==> config.mk <==
export PLATFORM = sky130hd
export DESIGN_NAME = sdcd_top
export DESIGN_NICKNAME = d
export VERILOG_FILES = /design/src/sdcd_pkg.sv /design/src/sdcd_cmd_table.sv /design/src/sdcd_top.sv
export SDC_FILE = /design/constraint.sdc
export NUM_CORES = 1
export LEC_CHECK = 0
export BUFFER_PORTS_ARGS = -buffer_cell sky130_fd_sc_hd__buf_2
export CELL_PAD_IN_SITES_DETAIL_PLACEMENT = 2
export CELL_PAD_IN_SITES_GLOBAL_PLACEMENT = 2
export CORE_MARGIN = 5
export CORE_UTILIZATION = 27
export DETAILED_ROUTE_END_ITERATION = 12
export PLACE_DENSITY = 0.75
export SLEW_MARGIN = 20
export SYNTH_ARGS = -nofsm -noshare
export SYNTH_HDL_FRONTEND = slang
export SYNTH_SLANG_ARGS = --single-unit
==> constraint.sdc <==
create_clock -name clk_sys -period 1.65 [get_ports clk_sys]
set_input_delay 0.33 -clock clk_sys [delete_from_list [all_inputs] [get_ports clk_sys]]
set_output_delay 0.33 -clock clk_sys [all_outputs]
set_load 0.01 [all_outputs]
==> src/sdcd_pkg.sv <==
// Shared constants and types of the synchronous DRAM command decoder.
// Assumes a single clock domain driven by the memory controller's clock.
package sdcd_pkg;

	// ----------------------------------------
	// Command encodings {cs_n, ras_n, cas_n, we_n}
	// ----------------------------------------
	localparam logic [3:0] SDCD_ENC_ACTIVATE  = 4'h3;
	localparam logic [3:0] SDCD_ENC_READ      = 4'h5;
	localparam logic [3:0] SDCD_ENC_WRITE     = 4'h4;
	localparam logic [3:0] SDCD_ENC_BSTOP     = 4'h6;
	localparam logic [3:0] SDCD_ENC_PRECHARGE = 4'h2;
	localparam logic [3:0] SDCD_ENC_MODE_SET  = 4'h0;
	localparam logic [3:0] SDCD_ENC_REFRESH   = 4'h1;
	localparam logic [3:0] SDCD_ENC_NOP       = 4'h7;

	// ----------------------------------------
	// Field positions and widths
	// ----------------------------------------
	localparam int SDCD_AP_BIT     = 10;
	localparam int SDCD_ADDR_W     = 13;
	localparam int SDCD_BANK_W     = 2;
	localparam int SDCD_NBANK      = 4;
	localparam int SDCD_DQM_W      = 2;
	localparam int SDCD_BURST_CNT_W = 9;

	// ----------------------------------------
	// Reset values
	// ----------------------------------------
	localparam logic SDCD_CKE_RST = 1'b1;

	// ----------------------------------------
	// Decoded command, one-hot
	// ----------------------------------------
	typedef enum logic [10:0]
	{
		SDCD_CMD_NONE     = 11'h001,
		SDCD_CMD_ACTIVATE = 11'h002,
		SDCD_CMD_READ     = 11'h004,
		SDCD_CMD_WRITE    = 11'h008,
		SDCD_CMD_PRE_ONE  = 11'h010,
		SDCD_CMD_PRE_ALL  = 11'h020,
		SDCD_CMD_MODE_SET = 11'h040,
		SDCD_CMD_BSTOP    = 11'h080,
		SDCD_CMD_REFRESH  = 11'h100,
		SDCD_CMD_SREF_IN  = 11'h200,
		SDCD_CMD_NOP      = 11'h400
	} sdcd_cmd_t;

	// ----------------------------------------
	// Device power state, one-hot
	// ----------------------------------------
	typedef enum logic [3:0]
	{
		SDCD_ST_NORMAL  = 4'h1,
		SDCD_ST_SUSPEND = 4'h2,
		SDCD_ST_PDOWN   = 4'h4,
		SDCD_ST_SREF    = 4'h8
	} sdcd_state_t;

endpackage

==> src/sdcd_cmd_table.sv <==
// Pure truth-table decoder: one cycle of command pins to a one-hot command.
// Assumes pins are synchronous to clk_sys; a low registered clock enable (cke_prev) yields no command.
`timescale 1ns/1ps

module sdcd_cmd_table
	import sdcd_pkg::*;
(
	input  wire logic       cs_n,
	input  wire logic       ras_n,
	input  wire logic       cas_n,
	input  wire logic       we_n,
	input  wire logic       cke_prev,
	input  wire logic       cke_now,
	input  wire logic       a10,
	output sdcd_cmd_t       cmd
);

	// ----------------------------------------
	// Decode
	// ----------------------------------------
	always_comb
	begin
		cmd = SDCD_CMD_NONE;
		if (cke_prev)
		begin
			if (cs_n)
				cmd = SDCD_CMD_NOP;
			else
			begin
				case ({1'b0, ras_n, cas_n, we_n})
					SDCD_ENC_ACTIVATE:  cmd = SDCD_CMD_ACTIVATE;
					SDCD_ENC_READ:      cmd = SDCD_CMD_READ;
					SDCD_ENC_WRITE:     cmd = SDCD_CMD_WRITE;
					SDCD_ENC_BSTOP:     cmd = SDCD_CMD_BSTOP;
					SDCD_ENC_PRECHARGE: cmd = a10 ? SDCD_CMD_PRE_ALL : SDCD_CMD_PRE_ONE;
					SDCD_ENC_MODE_SET:  cmd = SDCD_CMD_MODE_SET;
					SDCD_ENC_REFRESH:   cmd = cke_now ? SDCD_CMD_REFRESH : SDCD_CMD_SREF_IN;
					SDCD_ENC_NOP:       cmd = SDCD_CMD_NOP;
					default:            cmd = SDCD_CMD_NONE;
				endcase
			end
		end
	end

endmodule

==> src/sdcd_top.sv <==
// Command decoding and clock-enable control of a synchronous DRAM.
// Assumes a controller drives all pins synchronously to clk_sys; the storage array is outside.
`timescale 1ns/1ps

module sdcd_top
	import sdcd_pkg::*;
#(
	parameter int BURST_LEN = 8
)
(
	input  wire logic                        clk_sys,
	input  wire logic                        sys_rst,
	input  wire logic                        cke,
	input  wire logic                        cs_n,
	input  wire logic                        ras_n,
	input  wire logic                        cas_n,
	input  wire logic                        we_n,
	input  wire logic [SDCD_BANK_W-1:0]      bank_select,
	input  wire logic [SDCD_ADDR_W-1:0]      addr,
	input  wire logic [SDCD_DQM_W-1:0]       dqm,
	output logic                             internal_clk_en,
	output logic [SDCD_NBANK-1:0]            bank_active,
	output logic                             burst_busy,
	output logic                             burst_is_write,
	output logic                             auto_precharge,
	output logic                             suspended,
	output logic                             powered_down,
	output logic                             self_refresh,
	output logic                             mode_set_pulse,
	output logic                             refresh_pulse,
	output logic [SDCD_ADDR_W-1:0]           mode_value,
	output logic [SDCD_DQM_W-1:0]            write_lane_en,
	output logic [SDCD_DQM_W-1:0]            read_drive_en
);

	// ----------------------------------------
	// Sampling and decode
	// ----------------------------------------
	logic             cke_prev;
	sdcd_cmd_t        cmd;
	sdcd_state_t      state;
	sdcd_state_t      next_state;
	logic [SDCD_BURST_CNT_W-1:0] burst_left;
	logic             any_active;
	logic             idle_cmd;
	logic             accept;

	// Clock enable is sampled every edge, even while suspended, so exits are seen.
	always_ff @(posedge clk_sys)
	begin
		if (sys_rst)
			cke_prev <= SDCD_CKE_RST;
		else
			cke_prev <= cke;
	end

	sdcd_cmd_table u_table
	(
		.cs_n     (cs_n),
		.ras_n    (ras_n),
		.cas_n    (cas_n),
		.we_n     (we_n),
		.cke_prev (cke_prev),
		.cke_now  (cke),
		.a10      (addr[SDCD_AP_BIT]),
		.cmd      (cmd)
	);

	assign any_active = |bank_active;
	assign idle_cmd   = (cmd == SDCD_CMD_NOP);
	// Commands take effect only in normal state with the clock running.
	assign accept     = (state == SDCD_ST_NORMAL) && cke_prev;

	// ----------------------------------------
	// Power state machine
	// ----------------------------------------
	always_comb
	begin
		next_state = state;
		case (state)
			SDCD_ST_NORMAL:
			begin
				if (cke_prev && !cke)
				begin
					if (cmd == SDCD_CMD_SREF_IN && !any_active)
						next_state = SDCD_ST_SREF;
					else if (burst_busy || any_active)
						next_state = SDCD_ST_SUSPEND;
					else if (idle_cmd)
						next_state = SDCD_ST_PDOWN;
				end
			end
			SDCD_ST_SUSPEND:
				if (cke)
					next_state = SDCD_ST_NORMAL;
			SDCD_ST_PDOWN:
				if (cke && (cs_n || (ras_n && cas_n)))
					next_state = SDCD_ST_NORMAL;
			SDCD_ST_SREF:
				if (cke)
					next_state = SDCD_ST_NORMAL;
			default:
				next_state = SDCD_ST_NORMAL;
		endcase
	end

	always_ff @(posedge clk_sys)
	begin
		if (sys_rst)
			state <= SDCD_ST_NORMAL;
		else
			state <= next_state;
	end

	// The freeze follows the registered low clock enable, one clock after sampling.
	assign internal_clk_en = (state == SDCD_ST_NORMAL) && cke_prev;
	assign suspended       = (state == SDCD_ST_SUSPEND);
	assign powered_down    = (state == SDCD_ST_PDOWN);
	assign self_refresh    = (state == SDCD_ST_SREF);

	// ----------------------------------------
	// Bank state
	// ----------------------------------------
	always_ff @(posedge clk_sys)
	begin
		if (sys_rst)
			bank_active <= '0;
		else if (accept)
		begin
			if (cmd == SDCD_CMD_ACTIVATE)
				bank_active[bank_select] <= 1'b1;
			else if (cmd == SDCD_CMD_PRE_ONE)
				bank_active[bank_select] <= 1'b0;
			else if (cmd == SDCD_CMD_PRE_ALL)
				bank_active <= '0;
			else if (burst_busy && auto_precharge && burst_left == 1)
				bank_active <= '0;
		end
	end

	// ----------------------------------------
	// Burst tracking
	// ----------------------------------------
	// A fixed burst length keeps the tracker small; mode-set lengths are not decoded.
	always_ff @(posedge clk_sys)
	begin
		if (sys_rst)
		begin
			burst_left     <= '0;
			burst_busy     <= 1'b0;
			burst_is_write <= 1'b0;
			auto_precharge <= 1'b0;
		end
		else if (accept)
		begin
			if (cmd == SDCD_CMD_READ || cmd == SDCD_CMD_WRITE)
			begin
				burst_left     <= SDCD_BURST_CNT_W'(BURST_LEN);
				burst_busy     <= 1'b1;
				burst_is_write <= (cmd == SDCD_CMD_WRITE);
				auto_precharge <= addr[SDCD_AP_BIT];
			end
			else if (cmd == SDCD_CMD_BSTOP || cmd == SDCD_CMD_PRE_ALL)
			begin
				burst_left <= '0;
				burst_busy <= 1'b0;
			end
			else if (burst_busy)
			begin
				burst_left <= burst_left - 1'b1;
				burst_busy <= (burst_left != 1);
			end
		end
	end

	// ----------------------------------------
	// Mode set and refresh
	// ----------------------------------------
	always_ff @(posedge clk_sys)
	begin
		if (sys_rst)
		begin
			mode_value     <= '0;
			mode_set_pulse <= 1'b0;
			refresh_pulse  <= 1'b0;
		end
		else
		begin
			mode_set_pulse <= accept && cmd == SDCD_CMD_MODE_SET && !any_active;
			refresh_pulse  <= accept && cmd == SDCD_CMD_REFRESH && !any_active;
			if (accept && cmd == SDCD_CMD_MODE_SET && !any_active)
				mode_value <= addr;
		end
	end

	// ----------------------------------------
	// Byte masking
	// ----------------------------------------
	always_ff @(posedge clk_sys)
	begin
		if (sys_rst)
		begin
			write_lane_en <= '0;
			read_drive_en <= '0;
		end
		else
		begin
			write_lane_en <= (any_active && burst_busy && burst_is_write) ? ~dqm : '0;
			read_drive_en <= (any_active && burst_busy && !burst_is_write) ? ~dqm : '0;
		end
	end

endmodule

==> run metrics, run 1 <==
Worst EP required 1.88 ns; H-tree Lvls 2; Setup violations, final 29; Worst path depth 5; Post-route DRC 0; PwrDens 779.4 mW/mm^2; Yosys reg bits 40; HPWL after DPL 6.081 mm; Initial Util 27.41%; Post-Synth Adder-Cell Area 1.194%; Tmin final 1.876 ns; IO Port Bufs 53; hold crit path type in -> reg; most common cell in the netlist dfxtp_1; DRT antenna net count 0; number of max-cap violations 0; Tot GR Track Use 18.34%; die area 0.009624 sq mm; CTS buffer count 5; Worst R2R End state[3]; first-pass GRT wire length 14.39 mm; Synth top cells by count 40 x dfxtp_1, 26 x a21oi_1, 18 x nand3_1; Via density 5.387; Max FO, Critical Path 5; ys flop type dfxtp_1; clock buffer depth 2; area grow syn2layout 67.40%; drt wl/cell 21.99 um; vias in the first global route 2725; count of cell types in the netlist 56; worst vdd ir 0.2975 mV; Startpoint Class register; compound-cell area share of the yosys netlist 24.72%; share of cells above drive strength 1 61.13%; Die Y-Extent 98.10 um; synth warn 0; critical path class reg -> reg; Mapped Cells 250; sequential share of the synthesized area 38.21%; RSZ-0062 raised after global routing yes; final hold vios 0; largest net degree at the start of global routing 19; final non-filler cell total 457; fin nets 380; Synth Area in XOR/XNOR 0.4179%; routability cong. 0.7935; Final Max Slew Viols 0; Routed WL 10.05 mm; Synth area leader dfxtp_1; r2r worst-path depth 5; fin crit share 113.7%; Max stage delay on crit path 0.59 ns; CTS tree yes; clock slew at reported path FFs 0.09 ns; Worst-Margin Slew 0.5180 ns; row count 32; simple-gate share of the synthesized area 29.43%; Synth area leaders dfxtp_1 38%, a21oi_1 6.2%, nand3_1 4.3%; R2R Setup Slk -0.23 ns; mux cell area share after synthesis 0.9552%; Lkg Pwr 1.375 nW; Worst slew margin 65.10%; ANT cells 0; CP Launch Point bank_active[0]; initial antenna violation count 0; pre-CTS WS -0.1725 ns; post-synth net total 276; clk_lat worst skew 0.30 ns; DR pass1 iterations 4; worst setup path end state[3]; fin worst setup slack -0.2264 ns; cell family with most CP delay simple AND/OR/NAND/NOR gates; Async SR Flop Fraction 0%; width of the die 98.10 um; failing checks negative setup slack; grt ovf 0; hold path depth 2; Post-synth EDFFs 0; CP Capture Type register; Total Power 2.734 mW; WP buf/inv 1; fmax 0.5329 GHz; largest family of logic cells by synthesized area simple AND/OR/NAND/NOR gates; Via Count 2462; mapped cell area 0.002096 sq mm; CP Cell Sequence or4_4, buf_4, nor4_4, o21ai_1, a21oi_2; post-synth top area share 38.21%; slowest cell on the critical path or4_4; Final Util 45.88%; CTS root buf clkbuf_8; initial drt markers 68; cell count after placement 437; clock sinks 40; clock skew 0.01036 ns; io pins 54; crit path DAT 2.10 ns; worst r2r src bank_active[0]; Core ar. 0.007647 sq mm; average size of a mapped cell 8.383 sq um; outcome finished, violations left
==> what timing repair did <==
item / CTS / global route
gates cloned: 1 / 2
buffers inserted: 7 / 2
endpoints found under the setup margin: 32 / 38
pin swaps: 13 / 42
hold buffers: 0 / 0
gates resized for setup: 48 / 71
==> flip-flops by register name (all words and copies together) (netlist names) <==
register	cells
mode_value	13
burst_left	9
bank_active	4
state	4
read_drive_en	2
write_lane_en	2
auto_precharge	1
burst_busy	1
burst_is_write	1
cke_prev	1
mode_set_pulse	1
refresh_pulse	1
==> cells by family after synthesis <==
group | count (synthesis)
AOI/OAI and AO/OA | 82
xor gates and xnor gates | 1
adders and majority gates | 2
buffers and inverters | 24
DFF | 40
muxes | 2
and+or+nand+nor | 99
==> where the power goes <==
group | total, mW | switching [mW] | internal (mW)
Sequential | 1.03 | 0.0360 | 0.992
Combinational | 0.878 | 0.482 | 0.396
Clock | 0.829 | 0.381 | 0.448
==> layout make-up <==
| type | count | area, sq um |
|---|---|---|
| inverters | 8 | 35.03 |
| fillers | 837 | 4139 |
| multi-input cells | 187 | 1628 |
| clock buffers | 5 | 68.82 |
| flip-flops and latches | 40 | 815.8 |
| repair buffers | 112 | 790.8 |
| clock inverters | 3 | 42.54 |
| well taps | 102 | 127.6 |
==> metal layers <==
| layer | vias up | part of all wire [%] | global-route usage [%] |
|---|---|---|---|
| met4 | 0 | 1.7 | 3.940 |
| met3 | 20 | 3.3 | 4.071 |
| met2 | 48 | 54 | 35.13 |
| met5 | - | 0 | 0 |
| met1 | 1246 | 41 | 20.53 |
| li1 | 1148 | - | - |
==> worst register-to-register path, stage by stage, from the launching register on <==
cell and delay [ns]:
dfxtp_2 0.33, or4_4 0.59, buf_4 0.21, nor4_4 0.36
o21ai_1 0.16, a21oi_2 0.15
==> stage by stage <==
stage,hold WS (ns),cell area (sq um),TNS [ns]
after floorplan,0.4061,2102,-2.711
after global placement,0.4603,2800,-1.732
after detailed placement,0.4690,2800,-2.969
after CTS,0.1996,3156,-1.950
after global routing,0.1841,3508,-5.367
final,0.1942,3508,-3.390
==> layout by cell type, fill, tap and decap left out, drive strengths merged, types with 2 or more instances in the layout <==
cell type  netlist  layout
a31oi            3       3
and2             3       3
nor2b            3       3
buf              7     111
nand4            4       4
or3              2       2
or4b             3       3
ha               2       2
nand3           18      18
mux2i            2       2
nand2b           4       4
a31o             2       2
nor3             5       5
o32ai            3       3
nor4b            2       2
a221oi           5       5
or4              7       8
or2              6       6
a21oi           27      27
clkbuf           9       6
nor3b            4       4
a32oi            2       2
a21o             3       3
o21ai           26      26
nor4             4       4
dfxtp           40      40
and3             2       2
nand2           17      17
inv              8       8
nor2             9       9
o21bai           2       2
or3b             2       2
==> worst min path at each step <==
stage / to / slack [ns] / start
floorplan: write_lane_en[0] / 0.41 / dqm[0]
global placement: mode_value[7] / 0.46 / mode_value[7]
detailed placement: mode_value[0] / 0.47 / mode_value[0]
CTS: read_drive_en[0] / 0.20 / dqm[0]
global route: read_drive_en[1] / 0.18 / dqm[1]
finish: read_drive_en[0] / 0.19 / dqm[0]
Power figures use the tool's default switching activity.
==> inputs of run 2 (changes only) <==
--- a/config.mk
+++ b/config.mk
@@ -10,6 +10,7 @@
 export CELL_PAD_IN_SITES_GLOBAL_PLACEMENT = 2
 export CORE_MARGIN = 5
 export CORE_UTILIZATION = 27
+export CTS_BUF_LIST = sky130_fd_sc_hd__clkbuf_16
 export DETAILED_ROUTE_END_ITERATION = 12
 export PLACE_DENSITY = 0.75
 export SLEW_MARGIN = 20
==> run metrics, run 2 (synthesis gave the netlist of run 1 again) <==
outcome finished, violations left; failing checks negative setup slack; worst hold slack 0.2210 ns (+0.02681 ns); grt ovf 0 (unchanged); post-layout instance area 0.003374 sq mm (-3.8%); hold crit path type in -> reg; CP Launch Point state[1]; CTS buffer count 5 (unchanged); fin crit share 109.8% (-3.9 points); initial drt markers 51 (-25%); crit path DAT 1.98 ns (-0.12 ns); Final Max Slew Viols 0 (unchanged); Initial Util 27.41% (unchanged); ANT cells 0 (unchanged); area grow syn2layout 61.02%; Tot GR Track Use 18.83% (+0.49 points); CTS root buf clkbuf_16; CTS tree yes; Worst R2R End state[2]; largest register by flop count mode_value; Setup violations, final 28 (-3.4%); pre-CTS WS -0.1725 ns (unchanged); PwrDens 879.7 mW/mm^2 (+13%); DRT antenna net count 0 (unchanged); CP Capture Type register; Worst-Margin Slew 0.5650 ns (+0.04701 ns); clock slew at reported path FFs 0.06 ns (-0.03 ns); Core ar. 0.007647 sq mm (unchanged); max FFs per register 13 (unchanged); io pins 54 (unchanged); Worst slew margin 61.94% (-3.2 points); IO Port Bufs 53 (unchanged); Post-Place Cell Area 0.002800 sq mm (unchanged); die area 0.009624 sq mm (unchanged); Startpoint Class register; number of max-cap violations 0 (unchanged); RSZ-0062 raised after global routing yes; final hold vios 0 (unchanged); H-tree Lvls 2 (unchanged); clock buffer depth 2 (unchanged); Post-route DRC 0 (unchanged); Tmin final 1.812 ns (-0.06437 ns); fin worst setup slack -0.1621 ns (+0.06437 ns); Lkg Pwr 1.384 nW (+0.63%); biggest regs mode_value: 13 flops, burst_left: 9 flops; commonest cells after routing, fill and taps aside 52 x buf_2, 46 x buf_4, 34 x dfxtp_1; fin nets 379 (-0.26%); worst r2r src state[1]; share of cells above drive strength 1 52.54% (-8.6 points); HPWL after DPL 6.081 mm (unchanged); Via Count 2414 (-1.9%); drt wl/cell 20.25 um (-7.9%); fmax 0.5519 GHz (+3.6%); first-pass GRT wire length 14.61 mm (+1.5%); clk_lat worst skew 0.28 ns (-0.02 ns); critical path class reg -> reg; worst vdd ir 0.4534 mV (+52%); commonest non-fill, non-tap cell in the layout buf_2; Via density 5.294 (-1.7%); Die Y-Extent 98.10 um (unchanged); clock skew 0.003037 ns (-0.007318 ns); r2r worst-path depth 6 (+1); DR pass1 iterations 4 (unchanged); # hold bufs at CTS 0 (unchanged); row count 32 (unchanged); clock sinks 40 (unchanged); largest net degree at the start of global routing 19 (unchanged); width of the die 98.10 um (unchanged); initial antenna violation count 0 (unchanged); R2R Setup Slk -0.16 ns (+0.06 ns); Max FO, Critical Path 4 (-1); worst setup path end state[2]; Routed WL 9.235 mm (-8.1%); final setup TNS -2.407 ns (+0.9825 ns); routability cong. 0.7935 (unchanged); Worst EP required 1.82 ns (-0.06 ns); Total Power 2.969 mW (+8.6%); fillers 861 (+2.9%); vias in the first global route 2738 (+0.48%)
run 2: cell count changes in the layout (fill, tap and decap cells not counted), moves of 3 or more:
cell,delta
nand3_1,+14
a21oi_1,+10
nand3_2,-11
clkbuf_16,+4
o21ai_1,+6
nand3_4,-3
a21oi_2,-10
clkbuf_8,-5
o21ai_2,-5
run 2: how the worst min path moves through the flow:
stage | startpoint | end | slack (ns) | cells after the start
6_report | dqm[0] | read_drive_en[0] | 0.22 | 2
5_1_grt | dqm[1] | read_drive_en[1] | 0.22 | 2
4_1_cts | dqm[0] | read_drive_en[0] | 0.22 | 2
3_5_place_dp | mode_value[0] | mode_value[0] | 0.47 | 2
3_3_place_gp | mode_value[7] | mode_value[7] | 0.46 | 2
2_1_floorplan | dqm[0] | write_lane_en[0] | 0.41 | 1
run 2: metal layers:
layer | share of wire (%) | vias up | GRT usage, %
met2 | 54 | 55 | 35.65
met4 | 1.8 | 0 | 5.644
li1 | - | 1145 | -
met5 | 0 | - | 0
met3 | 3.7 | 13 | 4.071
met1 | 41 | 1201 | 20.83
run 2: what timing repair did:
action / 4_1_cts / 5_1_grt
resized for setup: 46 / 38
pin swaps: 12 / 22
setup buffers: 7 / 4
setup endpoints to repair: 31 / 38
cloned: 1 / 0
run 2: layout make-up:
class                   instances  area [sq um]  area share [%]
repair buffers                111         769.5           22.80
clock buffers                   5         125.1           3.708
multi-input cells             187          1459           43.23
inverters                       8         35.03           1.038
clock inverters                 3         42.54           1.261
well taps                     102         127.6           3.782
flip-flops and latches         40         815.8           24.17
run 2: where the power goes:
group | switching, mW | total (mW) | internal [mW]
sequential | 0.0385 | 1.03 | 0.993
clock | 0.396 | 1.11 | 0.710
combinational | 0.439 | 0.831 | 0.392
run 2: critical path, stage by stage (launching register included):
cell and delay (ns):
dfxtp_4 0.36, or4b_4 0.54, buf_6 0.14, o211ai_1 0.27
buf_4 0.17, a21o_1 0.14, a221oi_2 0.06
run 2: stage by stage:
| step | utilization, % | cells |
|---|---|---|
| floorplan | - | 250 |
| global placement | 36.62 | 437 |
| detailed placement | 36.62 | 437 |
| CTS | 41.87 | 453 |
| global route | 44.13 | 456 |
| finish | 44.13 | 456 |
==> inputs of run 3 (changes only) <==
--- a/config.mk
+++ b/config.mk
@@ -8,6 +8,7 @@
 export BUFFER_PORTS_ARGS = -buffer_cell sky130_fd_sc_hd__buf_2
 export CELL_PAD_IN_SITES_DETAIL_PLACEMENT = 2
 export CELL_PAD_IN_SITES_GLOBAL_PLACEMENT = 2
+export CORE_ASPECT_RATIO = 0.75
 export CORE_MARGIN = 5
 export CORE_UTILIZATION = 27
 export CTS_BUF_LIST = sky130_fd_sc_hd__clkbuf_16
==> run metrics, run 3 (synthesis gave the netlist of run 1 again) <==
fillers 793 (-7.9%); row count 27 (-16%); width of the die 111.7 um (+14%); commonest non-fill, non-tap cell in the layout buf_4; HPWL after DPL 6.003 mm (-1.3%); Routed WL 9.445 mm (+2.3%); io pins 54 (unchanged); CTS tree yes; fin crit share 115.1% (+5.3 points); first-pass GRT wire length 14.61 mm (unchanged); max FFs per register 13 (unchanged); clock sinks 40 (unchanged); clock skew 0.006158 ns (+0.003121 ns); Die Y-Extent 86.30 um (-12%); Post-route DRC 0 (unchanged); Worst-Margin Slew 0.4786 ns (-0.08640 ns); hold crit path type in -> reg; Tmin final 1.899 ns (+0.08712 ns); Worst EP required 1.87 ns (+0.05 ns); Post-Place Cell Area 0.002821 sq mm (+0.76%); clock slew at reported path FFs 0.06 ns (about the same); CTS buffer count 5 (unchanged); pre-CTS WS -0.1964 ns (-0.02394 ns); drt wl/cell 20.53 um (+1.4%); RSZ-0062 raised after global routing yes; Initial Util 28.07% (+0.67 points); Max FO, Critical Path 6 (+2); initial drt markers 73 (+43%); DR pass1 iterations 4 (unchanged); Core ar. 0.007466 sq mm (-2.4%); Setup violations, final 31 (+11%); biggest regs mode_value: 13 flops, burst_left: 9 flops; clock buffer depth 2 (unchanged); Final Max Slew Viols 0 (unchanged); number of max-cap violations 0 (unchanged); IO Port Bufs 53 (unchanged); CP Capture Type register; crit path DAT 2.12 ns (+0.14 ns); outcome finished, violations left; final hold vios 0 (unchanged); fin nets 384 (+1.3%); die area 0.009642 sq mm (+0.19%); initial antenna violation count 0 (unchanged); Sw Share 29.63% (+0.22 points); Startpoint Class register; vias in the first global route 2707 (-1.1%); Via density 5.420 (+2.4%); routability cong. 0.8207 (+3.4%); largest net degree at the start of global routing 22 (+3); fmax 0.5265 GHz (-4.6%); largest register by flop count mode_value; commonest cells after routing, fill and taps aside 52 x buf_4, 51 x buf_2, 32 x dfxtp_1; Lkg Pwr 1.406 nW (+1.6%); grt ovf 0 (unchanged); Tot GR Track Use 18.64% (-0.20 points); multi-input logic area 0.001484 sq mm (+1.7%); PwrDens 866.5 mW/mm^2 (-1.5%); Flop pwr share 34.5% (-0.3 points); Net Sw Power 885.5 uW (+1.4%); Via Count 2493 (+3.3%); Comb power frac 28.0% (about the same); critical path class reg -> reg; ANT cells 0 (unchanged); clk_lat worst skew 0.29 ns (about the same); fin worst setup slack -0.2492 ns (-0.08713 ns); Worst slew margin 67.76% (+5.8 points); CTS root buf clkbuf_16; DRT antenna net count 0 (unchanged); worst vdd ir 0.5491 mV (+21%); failing checks negative setup slack; Internal Power 2.104 mW (+0.38%); Clock power frac 37.5% (+0.2 points); H-tree Lvls 2 (unchanged); area grow syn2layout 64.60%; share of cells above drive strength 1 57.10% (+4.6 points); post-layout instance area 0.003450 sq mm (+2.2%); Seq. cell area 818.3 sq um (+0.31%)
==> run 3: layer usage <==
layer  routed length (um)  track usage, %  vias up
met5                    0               0        -
met4                  180           4.088        0
met3                  408           3.908       17
met2                 4623           32.26       58
met1                 4233           24.05     1264
li1                     -               -     1154
==> run 3: what timing repair did <==
action                                  in CTS  in global routing
pin swaps                                   16                 30
endpoints found under the setup margin      30                 37
cloned                                       1                  1
resized for setup                           37                 55
buffers inserted                             4                  7
hold buffers                                 0                  0
==> run 3: final cells by class <==
cell class,count,area share (%)
inverter,8,0.8705
multi-input combinational,187,43.02
tap,101,3.663
clock buffer,5,3.627
sequential,40,23.72
clock inverter,3,1.233
timing repair buffer,116,23.87
==> run 3: power by group through the flow <==
stage | logic, mW | registers, mW | clock network (mW)
2_1_floorplan | 0.301 | 1.04 | 0
3_3_place_gp | 0.601 | 1.04 | 0
3_5_place_dp | 0.623 | 1.05 | 0
4_1_cts | 0.722 | 1.03 | 1.13
5_1_grt | 0.896 | 1.04 | 1.19
6_report | 0.837 | 1.03 | 1.12
==> run 3: path summary, 6_finish.rpt <==
check,startpoint,end,slack (ns),depth (start not counted)
worst min-delay path,dqm[0],write_lane_en[0],0.22,2
worst max register to register,bank_active[0],mode_value[11],-0.25,7
worst min register to register,mode_value[12],mode_value[12],0.46,2
worst max-delay path,bank_active[0],mode_value[11],-0.25,7
==> run 3: per-stage QoR <==
step	TNS, ns	util (%)	power (mW)	hold WS [ns]	std cells
final	-4.060	46.20	2.989	0.2237	460
after global routing	-6.559	46.20	3.123	0.2283	460
after CTS	-2.540	42.37	2.882	0.2246	452
after detailed placement	-3.121	37.79	1.670	0.4747	439
after global placement	-2.087	37.79	1.646	0.4631	439
after floorplan	-2.711	-	1.344	0.4061	250
==> run 3: critical path, cell delays in order (launching register included) <==
cell and delay [ns]:
dfxtp_2 0.32, or4_4 0.59, buf_6 0.16, nor4_4 0.22, buf_4 0.19, clkbuf_16 0.15, nand3_2 0.08, a21oi_2 0.12
